File: src/logic/sra_defs.vh
// Constants for the receive alignment control block.
// Assumes an APB bus with register indices four bytes apart.
`ifndef SRA_DEFS_VH
`define SRA_DEFS_VH

// ----------------------------------------
// Register indices (byte address = 4 x index)
// ----------------------------------------
`define SRA_IDX_CHAN_ALIGN_CTRL_A  18'h30810
`define SRA_IDX_GROUP_MODE_A       18'h30811
`define SRA_IDX_RESYNC_LINK_CTRL_A 18'h30820
`define SRA_IDX_ALIGN_BYPASS_A     18'h30821
`define SRA_IDX_CHAN_ALIGN_CTRL_B  18'h30910
`define SRA_IDX_GROUP_MODE_B       18'h30911
`define SRA_IDX_RESYNC_LINK_CTRL_B 18'h30920
`define SRA_IDX_ALIGN_BYPASS_B     18'h30921
`define SRA_IDX_LINK_SM_SEL        18'h30830
`define SRA_IDX_ALIGN_STATUS       18'h30840

// ----------------------------------------
// Field positions
// ----------------------------------------
`define SRA_BIT_REALIGN_C  2
`define SRA_BIT_MEMBER_C   6
`define SRA_BIT_SRESYNC_C  2
`define SRA_BIT_TRESYNC    5
`define SRA_BIT_XAUI       7
`define SRA_BIT_BYPASS     0

// ----------------------------------------
// Writable masks and reset values
// ----------------------------------------
`define SRA_MASK_CHAN_CTRL 8'hcc
`define SRA_MASK_RLC       8'hac
`define SRA_MASK_BYPASS    8'h01
`define SRA_RST_REG8       8'h00
`define SRA_RST_SEL4       4'h0

// ----------------------------------------
// Group mode encodings
// ----------------------------------------
`define SRA_MODE_NONE 8'h00
`define SRA_MODE_TWIN 8'h0a
`define SRA_MODE_QUAD 8'h0f

`endif

File: src/logic/sra_align_ctrl.v
// Receive alignment control: APB registers, word realign, group
// alignment buffers for four channels (AC, AD, BC, BD).
// Assumes receive channels and fabric run on pclk; no pin inputs.
// Notes on behaviour
// - Realign rising edge: realign at next comma
// - Membership 0 excludes channel from groups
// - Membership 1 joins twin or quad group
// - Mode 00 none, 0a twin, 0f quad
// - Single resync edge resets channel buffer pointers
// - Twin resync edge resyncs block's group
// - XAUI select drives both channels' XAUI machine
// - XAUI select overrides per-channel machine select
// - XAUI select clears at reset
// - Bypass routes data around alignment gating
// - Bypass clears at reset
// - Channel C membership clears at reset
// - Twin resync bit clears at reset
// - Group mode resets to none
// - Channel alignment done flag, cleared at reset
// - Word alignment done flag, cleared at reset
//
// Our own choice: the APB register port.
`timescale 1ns/10ps
`default_nettype none
`include "sra_defs.vh"

// ----------------------------------------
// Elastic buffer
// ----------------------------------------
module sra_fifo #(
	parameter W  = 9,
	parameter D  = 4,
	parameter AW = 2
) (
	input  wire         clk,
	input  wire         rst_n,
	input  wire         ce,
	input  wire         clr,
	input  wire         in_valid,
	output wire         in_ready,
	input  wire [W-1:0] in_data,
	output wire         out_valid,
	input  wire         out_ready,
	output wire [W-1:0] out_data,
	output wire         afull
);
	reg [W-1:0] mem_q [0:D-1];
	reg [AW-1:0] wp_q;
	reg [AW-1:0] rp_q;
	reg [AW:0]   cnt_q;
	wire         wr;
	wire         rd;

	assign in_ready  = (cnt_q != D[AW:0]);
	assign out_valid = (cnt_q != {(AW+1){1'b0}});
	assign out_data  = mem_q[rp_q];
	assign afull     = (cnt_q >= D[AW:0] - 1'b1);
	assign wr        = in_valid & in_ready;
	assign rd        = out_valid & out_ready;

	always @(posedge clk) begin
		if (ce && wr)
			mem_q[wp_q] <= in_data;
	end

	always @(posedge clk or negedge rst_n) begin
		if (!rst_n) begin
			wp_q  <= {AW{1'b0}};
			rp_q  <= {AW{1'b0}};
			cnt_q <= {(AW+1){1'b0}};
		end else if (ce) begin
			if (clr) begin
				wp_q  <= {AW{1'b0}};
				rp_q  <= {AW{1'b0}};
				cnt_q <= {(AW+1){1'b0}};
			end else begin
				if (wr)
					wp_q <= (wp_q == D[AW-1:0] - 1'b1) ? {AW{1'b0}} : wp_q + 1'b1;
				if (rd)
					rp_q <= (rp_q == D[AW-1:0] - 1'b1) ? {AW{1'b0}} : rp_q + 1'b1;
				if (wr && !rd)
					cnt_q <= cnt_q + 1'b1;
				else if (rd && !wr)
					cnt_q <= cnt_q - 1'b1;
			end
		end
	end
endmodule // sra_fifo

// ----------------------------------------
// Alignment control top
// ----------------------------------------
module sra_align_ctrl #(
	parameter DW    = 9,
	parameter DEPTH = 4,
	parameter AW    = 2
) (
	input  wire              pclk,
	input  wire              presetn,
	input  wire              ce,
	input  wire              psel,
	input  wire              penable,
	input  wire              pwrite,
	input  wire [19:0]       paddr,
	input  wire [31:0]       pwdata,
	input  wire [3:0]        pstrb,
	output reg  [31:0]       prdata,
	output reg               pready,
	output reg               pslverr,
	input  wire [3:0]        rx_valid,
	input  wire [4*DW-1:0]   rx_data,
	input  wire [3:0]        rx_comma,
	output reg  [3:0]        rx_ready,
	output reg  [3:0]        out_valid,
	output reg  [4*DW-1:0]   out_data,
	input  wire [3:0]        out_ready,
	output reg  [3:0]        word_realign,
	output reg  [3:0]        xaui_link_sm_select,
	output reg  [3:0]        word_align_done,
	output reg  [3:0]        chan_align_done
);
	// Per-block registers, index 0 = block A
	reg [7:0]  chan_ctrl_q [0:1];
	reg [7:0]  mode_q [0:1];
	reg [7:0]  rlc_q [0:1];
	reg [7:0]  byp_q [0:1];
	reg [3:0]  lsel_q;

	// Edge history and applied settings
	reg [3:0]  realign_prev_q;
	reg [3:0]  sresync_prev_q;
	reg [1:0]  tresync_prev_q;
	reg [3:0]  mem_act_q;
	reg [1:0]  twin_act_q;
	reg [1:0]  quad_act_q;
	reg [1:0]  byp_act_q;
	reg [3:0]  hunt_q;
	reg [3:0]  started_q;

	reg [3:0]  realign_p;
	reg [3:0]  sresync_p;
	reg [1:0]  tresync_p;
	reg [3:0]  clr;
	reg [3:0]  ind;
	reg [3:0]  ok;
	reg [3:0]  pop;
	reg [3:0]  acc;
	reg        all_ok;
	reg [31:0] rd_data;
	reg        rd_err;

	wire [17:0]     idx;
	wire            setup;
	wire            wr_en;
	wire [3:0]      fin_rdy;
	wire [3:0]      fout_vld;
	wire [3:0]      fafull;
	wire [4*DW-1:0] fout_data;

	integer i;
	integer j;

	assign idx   = paddr[19:2];
	assign setup = psel & ~penable;
	assign wr_en = psel & penable & pready & pwrite & ~pslverr & pstrb[0];

	// ----------------------------------------
	// Edge detection and group decode
	// ----------------------------------------
	always @* begin
		for (i = 0; i < 2; i = i + 1) begin
			tresync_p[i] = rlc_q[i][`SRA_BIT_TRESYNC] & ~tresync_prev_q[i];
		end
		for (i = 0; i < 4; i = i + 1) begin
			realign_p[i] = chan_ctrl_q[i/2][`SRA_BIT_REALIGN_C + i%2] & ~realign_prev_q[i];
			sresync_p[i] = rlc_q[i/2][`SRA_BIT_SRESYNC_C + i%2] & ~sresync_prev_q[i];
			clr[i] = sresync_p[i] | tresync_p[i/2];
			ind[i] = byp_act_q[i/2] | ~mem_act_q[i] | ~(twin_act_q[i/2] | quad_act_q[i/2]);
			ok[i]  = fout_vld[i] & (~out_valid[i] | out_ready[i]);
			acc[i] = rx_valid[i] & rx_ready[i] & fin_rdy[i] & ~clr[i]
				& (started_q[i] | rx_comma[i] | ind[i]);
		end
		for (i = 0; i < 4; i = i + 1) begin
			all_ok = 1'b1;
			// members wait for the whole group
			for (j = 0; j < 4; j = j + 1) begin
				if (!ind[j] && ((quad_act_q[i/2] && quad_act_q[j/2])
					|| (i/2 == j/2 && twin_act_q[i/2])))
					all_ok = all_ok & ok[j];
			end
			pop[i] = ind[i] ? ok[i] : (all_ok & ok[i]);
		end
	end

	// ----------------------------------------
	// Alignment buffers
	// ----------------------------------------
	genvar g;
	generate
		for (g = 0; g < 4; g = g + 1) begin : g_ch
			sra_fifo #(
				.W  (DW),
				.D  (DEPTH),
				.AW (AW)
			) u_fifo (
				.clk       (pclk),
				.rst_n     (presetn),
				.ce        (ce),
				.clr       (clr[g]),
				.in_valid  (acc[g]),
				.in_ready  (fin_rdy[g]),
				.in_data   (rx_data[g*DW +: DW]),
				.out_valid (fout_vld[g]),
				.out_ready (pop[g]),
				.out_data  (fout_data[g*DW +: DW]),
				.afull     (fafull[g])
			);
		end
	endgenerate

	// ----------------------------------------
	// Register read decode
	// ----------------------------------------
	always @* begin
		rd_data = 32'h0000_0000;
		rd_err  = 1'b0;
		if (paddr[1:0] != 2'h0) begin
			rd_err = 1'b1;
		end else begin
			case (idx)
				`SRA_IDX_CHAN_ALIGN_CTRL_A:  rd_data[7:0] = chan_ctrl_q[0];
				`SRA_IDX_GROUP_MODE_A:       rd_data[7:0] = mode_q[0];
				`SRA_IDX_RESYNC_LINK_CTRL_A: rd_data[7:0] = rlc_q[0];
				`SRA_IDX_ALIGN_BYPASS_A:     rd_data[7:0] = byp_q[0];
				`SRA_IDX_CHAN_ALIGN_CTRL_B:  rd_data[7:0] = chan_ctrl_q[1];
				`SRA_IDX_GROUP_MODE_B:       rd_data[7:0] = mode_q[1];
				`SRA_IDX_RESYNC_LINK_CTRL_B: rd_data[7:0] = rlc_q[1];
				`SRA_IDX_ALIGN_BYPASS_B:     rd_data[7:0] = byp_q[1];
				`SRA_IDX_LINK_SM_SEL:        rd_data[3:0] = lsel_q;
				`SRA_IDX_ALIGN_STATUS:       rd_data[7:0] = {chan_align_done, word_align_done};
				default:                     rd_err = 1'b1;
			endcase
		end
	end

	// ----------------------------------------
	// APB slave: one wait-free access phase
	// ----------------------------------------
	always @(posedge pclk or negedge presetn) begin
		if (!presetn) begin
			prdata  <= 32'h0000_0000;
			pready  <= 1'b0;
			pslverr <= 1'b0;
		end else if (ce) begin
			pready <= setup;
			if (setup) begin
				prdata  <= pwrite ? 32'h0000_0000 : rd_data;
				pslverr <= rd_err;
			end else begin
				pslverr <= 1'b0;
			end
		end
	end

	// ----------------------------------------
	// Control registers
	// ----------------------------------------
	always @(posedge pclk or negedge presetn) begin
		if (!presetn) begin
			for (i = 0; i < 2; i = i + 1) begin
				chan_ctrl_q[i] <= `SRA_RST_REG8;
				mode_q[i]      <= `SRA_RST_REG8;
				rlc_q[i]       <= `SRA_RST_REG8;
				byp_q[i]       <= `SRA_RST_REG8;
			end
			lsel_q <= `SRA_RST_SEL4;
		end else if (ce && wr_en) begin
			case (idx)
				`SRA_IDX_CHAN_ALIGN_CTRL_A:  chan_ctrl_q[0] <= pwdata[7:0] & `SRA_MASK_CHAN_CTRL;
				`SRA_IDX_GROUP_MODE_A:       mode_q[0] <= pwdata[7:0];
				`SRA_IDX_RESYNC_LINK_CTRL_A: rlc_q[0] <= pwdata[7:0] & `SRA_MASK_RLC;
				`SRA_IDX_ALIGN_BYPASS_A:     byp_q[0] <= pwdata[7:0] & `SRA_MASK_BYPASS;
				`SRA_IDX_CHAN_ALIGN_CTRL_B:  chan_ctrl_q[1] <= pwdata[7:0] & `SRA_MASK_CHAN_CTRL;
				`SRA_IDX_GROUP_MODE_B:       mode_q[1] <= pwdata[7:0];
				`SRA_IDX_RESYNC_LINK_CTRL_B: rlc_q[1] <= pwdata[7:0] & `SRA_MASK_RLC;
				`SRA_IDX_ALIGN_BYPASS_B:     byp_q[1] <= pwdata[7:0] & `SRA_MASK_BYPASS;
				`SRA_IDX_LINK_SM_SEL:        lsel_q <= pwdata[3:0];
				default:                     lsel_q <= lsel_q;
			endcase
		end
	end

	// ----------------------------------------
	// Applied settings and channel state
	// ----------------------------------------
	always @(posedge pclk or negedge presetn) begin
		if (!presetn) begin
			realign_prev_q      <= 4'h0;
			sresync_prev_q      <= 4'h0;
			tresync_prev_q      <= 2'h0;
			mem_act_q           <= 4'h0;
			twin_act_q          <= 2'h0;
			quad_act_q          <= 2'h0;
			byp_act_q           <= 2'h0;
			hunt_q              <= 4'hf;
			started_q           <= 4'h0;
			word_realign        <= 4'h0;
			word_align_done     <= 4'h0;
			chan_align_done     <= 4'h0;
			xaui_link_sm_select <= 4'h0;
			rx_ready            <= 4'h0;
			out_valid           <= 4'h0;
			out_data            <= {(4*DW){1'b0}};
		end else if (ce) begin
			for (i = 0; i < 2; i = i + 1) begin
				tresync_prev_q[i] <= rlc_q[i][`SRA_BIT_TRESYNC];
				// group settings take effect on resync
				if (tresync_p[i]) begin
					twin_act_q[i] <= (mode_q[i] == `SRA_MODE_TWIN);
					quad_act_q[i] <= (mode_q[i] == `SRA_MODE_QUAD);
				end
				if (tresync_p[i] | sresync_p[2*i] | sresync_p[2*i+1])
					byp_act_q[i] <= byp_q[i][`SRA_BIT_BYPASS];
			end
			for (i = 0; i < 4; i = i + 1) begin
				realign_prev_q[i] <= chan_ctrl_q[i/2][`SRA_BIT_REALIGN_C + i%2];
				sresync_prev_q[i] <= rlc_q[i/2][`SRA_BIT_SRESYNC_C + i%2];
				word_realign[i]   <= realign_p[i];
				if (realign_p[i]) begin
					hunt_q[i]          <= 1'b1;
					word_align_done[i] <= 1'b0;
				end else if (hunt_q[i] && rx_valid[i] && rx_comma[i]) begin
					hunt_q[i]          <= 1'b0;
					word_align_done[i] <= 1'b1;
				end
				if (clr[i]) begin
					mem_act_q[i]       <= chan_ctrl_q[i/2][`SRA_BIT_MEMBER_C + i%2];
					started_q[i]       <= 1'b0;
					chan_align_done[i] <= 1'b0;
				end else begin
					if (acc[i])
						started_q[i] <= 1'b1;
					if (pop[i] && !ind[i])
						chan_align_done[i] <= 1'b1;
				end
				xaui_link_sm_select[i] <= rlc_q[i/2][`SRA_BIT_XAUI] | lsel_q[i];
				// One-slot margin so a write in flight always fits
				rx_ready[i] <= ~fafull[i];
				if (pop[i]) begin
					out_valid[i]             <= 1'b1;
					out_data[i*DW +: DW]     <= fout_data[i*DW +: DW];
				end else if (out_ready[i]) begin
					out_valid[i] <= 1'b0;
				end
			end
		end
	end
endmodule // sra_align_ctrl

`default_nettype wire

File: config.mk
export PLATFORM = sky130hd
export DESIGN_NAME = sra_align_ctrl
export DESIGN_NICKNAME = d
export VERILOG_FILES = /design/src/logic/sra_align_ctrl.v
export VERILOG_INCLUDE_DIRS = /design/src /design/src/logic
export SDC_FILE = /design/constraint.sdc
export NUM_CORES = 1
export LEC_CHECK = 0
export CAP_MARGIN = 10
export CORE_MARGIN = 8
export CORE_UTILIZATION = 55
export DETAILED_ROUTE_END_ITERATION = 12
export DONT_BUFFER_PORTS = 1
export PLACE_DENSITY = 0.72
export SYNTH_ARGS = -nofsm -noshare
export SYNTH_HDL_FRONTEND = slang
export SYNTH_SLANG_ARGS = --single-unit
File: constraint.sdc
create_clock -name pclk -period 4.7 [get_ports pclk]
set_input_delay 0.235 -clock pclk [delete_from_list [all_inputs] [get_ports pclk]]
set_output_delay 0.235 -clock pclk [all_outputs]
set_load 0.1 [all_outputs]
==> impl_metrics.ini <==
[placed_design]
gp_congestion = 0.895
dp_hpwl_mm = 19.4
post-place-ws_ns = 1.71
buffer_ports.inserted = 0

[die]
core_area_um2 = 24200
num_rows = 57
io_pins = 204
die_x_um = 172
dieArea_um2 = 29700
die_h_um = 172
initial_core_util_pct = 55.6

[yosys]
synth.cell_area_um2 = 13500
yosysSeqAreaShare_pct = 62.7
ys_async_sr_fraction_pct = 53.2
yosys-top-cells-area = edfxtp_1 32%, dfrtp_1 30%, mux2_2 6.5%
yosysTopAreaCellShare_pct = 32.1
synth_cell_type_count = 68
netlist_instances = 956
synth_top_flop_cell = dfrtp_1
synth_seq_cells = 308
synth_edf_count = 144
avgSynthCellArea_um2 = 14.1
ys_warn_count = 0
synth_largest_area_cell = edfxtp_1

[sta]
setup_ws_ns = 1.70
totalNegativeSetupSlack_ns = 0
maxSlewViolCount = 0
tightest_slew_ns = 1.07
rsz0062_at_grt = no
setup_viol = 0
fmax_mhz = 333
relSlewSlack_pct = 28.9
min_period_ns = 3.00
clock_skew_ns = 0.0223
fin_crit_sh_pct = 63.9
final_hold_viol_count = 0

[pwr]
power.density_nw_per_um2 = 612
leakage_nw = 6.22
peakVddDrop_v = 0.000416
finalPower_mw = 9.50

[global_routing]
grt_antenna_before_repair = 2
grt_pass1_wl_mm = 45.8
grt_max_degree = 165
overflow = 0
grt_pass1_vias = 8392
grt.total_usage_pct = 19.8

[setup_path]
crit_type = reg -> reg
r2r-end = g_ch[1].u_fifo.cnt_q[2]
crit_required_ns = 5.08
reg2regPathDepth = 12
critPathMaxFanout = 6
r2r_start = out_valid[2]
worst_setup_path_end_kind = flip-flop
r2r_setup_slack_ns = 1.70
cp.arrival_ns = 3.39
start_kind = flip-flop

[run_status]
status = complete, no violations

[drt]
route.detailed.drc = 0
num_vias = 8187
drt_iter0_markers = 612
drt-pass1-iter-count = 6
final_antenna_net_count = 0
wire_per_inst_um = 21.0
wl_mm = 29.1
routed_via_density = 5.91

[worst_hold_path]
holdCritStartpoint = ce
worstHoldEndpoint = g_ch[1].u_fifo.wp_q[1]
hold_depth = 2
hold_class = in -> reg

[run]
maxCapViolations = 0

[clock_tree]
cts_buffers = 35
cts_tree = built
cts-root-buf = clkbuf_16
clkLatencyLatePin_ns = 0.50
h-tree-depth = 2
cts.sinks = 308
post_cts_resized = 0
clockBufferDepth = 3
clk_pin_slew_ns = 0.06

[cells_and_area]
syn_to_final_growth_pct = 15.5
nets = 1174
n_antenna_cell = 0
drive_gt1_share_pct = 19.4
-- repair_timing --
action,in CTS,in global routing
endpoints found under the hold margin,402,0
buffers inserted,0,0
hold buffers,65,0
-- flip-flops by register name, indices dropped and copies added (netlist names), 4 cells and up --
register / count
sresync_prev_q: 4
started_q: 4
hunt_q: 4
realign_prev_q: 4
g_ch.u_fifo.rp_q: 8
chan_ctrl_q: 8
mem_act_q: 4
rlc_q: 8
word_align_done: 4
out_valid: 4
prdata: 8
rx_ready: 4
g_ch.u_fifo.cnt_q: 12
g_ch.u_fifo.mem_q: 144
xaui_link_sm_select: 4
lsel_q: 4
word_realign: 4
out_data: 36
mode_q: 16
g_ch.u_fifo.wp_q: 8
chan_align_done: 4
-- cells in the mapped netlist (all sizes together) (5+ instances only) --
library cell / count
nor2b: 10
a21o: 14
clkbuf: 16
nor2: 51
nor3: 19
o21ai: 45
edfxtp: 144
a31oi: 6
nor4b: 6
inv: 40
nand2: 82
dfrtp: 160
or3: 6
nand4: 7
a21oi: 14
and3: 18
o22ai: 6
buf: 41
mux4: 36
nor4: 8
ha: 24
nand3: 13
a22o: 10
mux2i: 14
mux2: 82
o21a: 5
o31ai: 13
-- cells by family after synthesis --
logic type,Yosys count,synth area share (%)
compound gates,148,7.53
xor+xnor,4,0.260
fa+ha+maj,28,2.83
buf+inv,97,3.52
flops,308,62.7
mux,132,14.0
other cells,1,0.0279
simple gates,238,9.10
-- per-stage QoR --
step                      cells  util [%]  hold WS (ns)  area [um^2]
after floorplan             979         -       -0.0606        13500
after global placement     1258      56.8       -0.0535        13700
after detailed placement   1258      56.8       -0.0541        13700
after CTS                  1386      64.3       0.00729        15500
after global routing       1386      64.3        0.0402        15500
final                      1386      64.3        0.0372        15500
-- critical path: stages, from the launching register on --
cell and delay (ns):
dfrtp_1 0.32, buf_4 0.29, nor2b_1 0.36, o211ai_1 0.16
a21oi_1 0.47, nor2_1 0.09, o21ai_0 0.21, ha_1 0.26
fa_1 0.21, xnor2_1 0.06, nor2_1 0.12, o21ai_0 0.09
a22o_1 0.24
-- final cells by class --
class	count	area [um^2]
fill	1723	8640
sequential	308	8430
multi-input combinational	574	4650
clock buffer	49	1000
timing repair buffer	77	776
tap	324	405
inverter	40	150
clock inverter	14	121
-- layer usage --
metal / up-vias / global-route usage (%) / part of all wire (%)
met2: 271 / 32.7 / 49
li1: 3704 / - / -
met1: 4168 / 26.1 / 42
met3: 40 / 4.82 / 7.6
met5: - / 0 / 0.079
met4: 4 / 4.61 / 1.4
-- where the power goes --
| group | switching, mW | total, mW | leakage (nW) | internal, mW |
|---|---|---|---|---|
| clock network | 1.02 | 2.61 | 0.549 | 1.60 |
| registers | 1.79 | 5.00 | 3.35 | 3.22 |
| logic | 0.944 | 1.89 | 2.32 | 0.944 |
-- layout by cell type, fill, tap and decap left out, types with 24 or more instances in the layout --
| master | n |
|---|---|
| edfxtp_1 | 144 |
| nand2_1 | 80 |
| mux2_2 | 78 |
| inv_1 | 40 |
| dlygate4sd3_1 | 63 |
| dfrtp_1 | 160 |
| clkbuf_16 | 37 |
| nor2_1 | 50 |
| mux4_2 | 36 |
| conb_1 | 24 |
| ha_1 | 24 |
| o21ai_0 | 45 |
-- worst max path at each step --
stage	to	startpoint	cells after the start	slack, ns
finish	g_ch[1].u_fifo.cnt_q[2]	out_valid[2]	12	1.70
floorplan	g_ch[2].u_fifo.cnt_q[2]	out_valid[0]	11	1.86
CTS	g_ch[3].u_fifo.cnt_q[2]	out_valid[1]	12	1.69
detailed placement	g_ch[3].u_fifo.cnt_q[2]	out_valid[1]	12	1.71
global placement	g_ch[1].u_fifo.cnt_q[2]	out_valid[3]	12	1.71
global route	g_ch[1].u_fifo.cnt_q[2]	out_valid[2]	12	1.43
(Power assumes the default switching activity.)
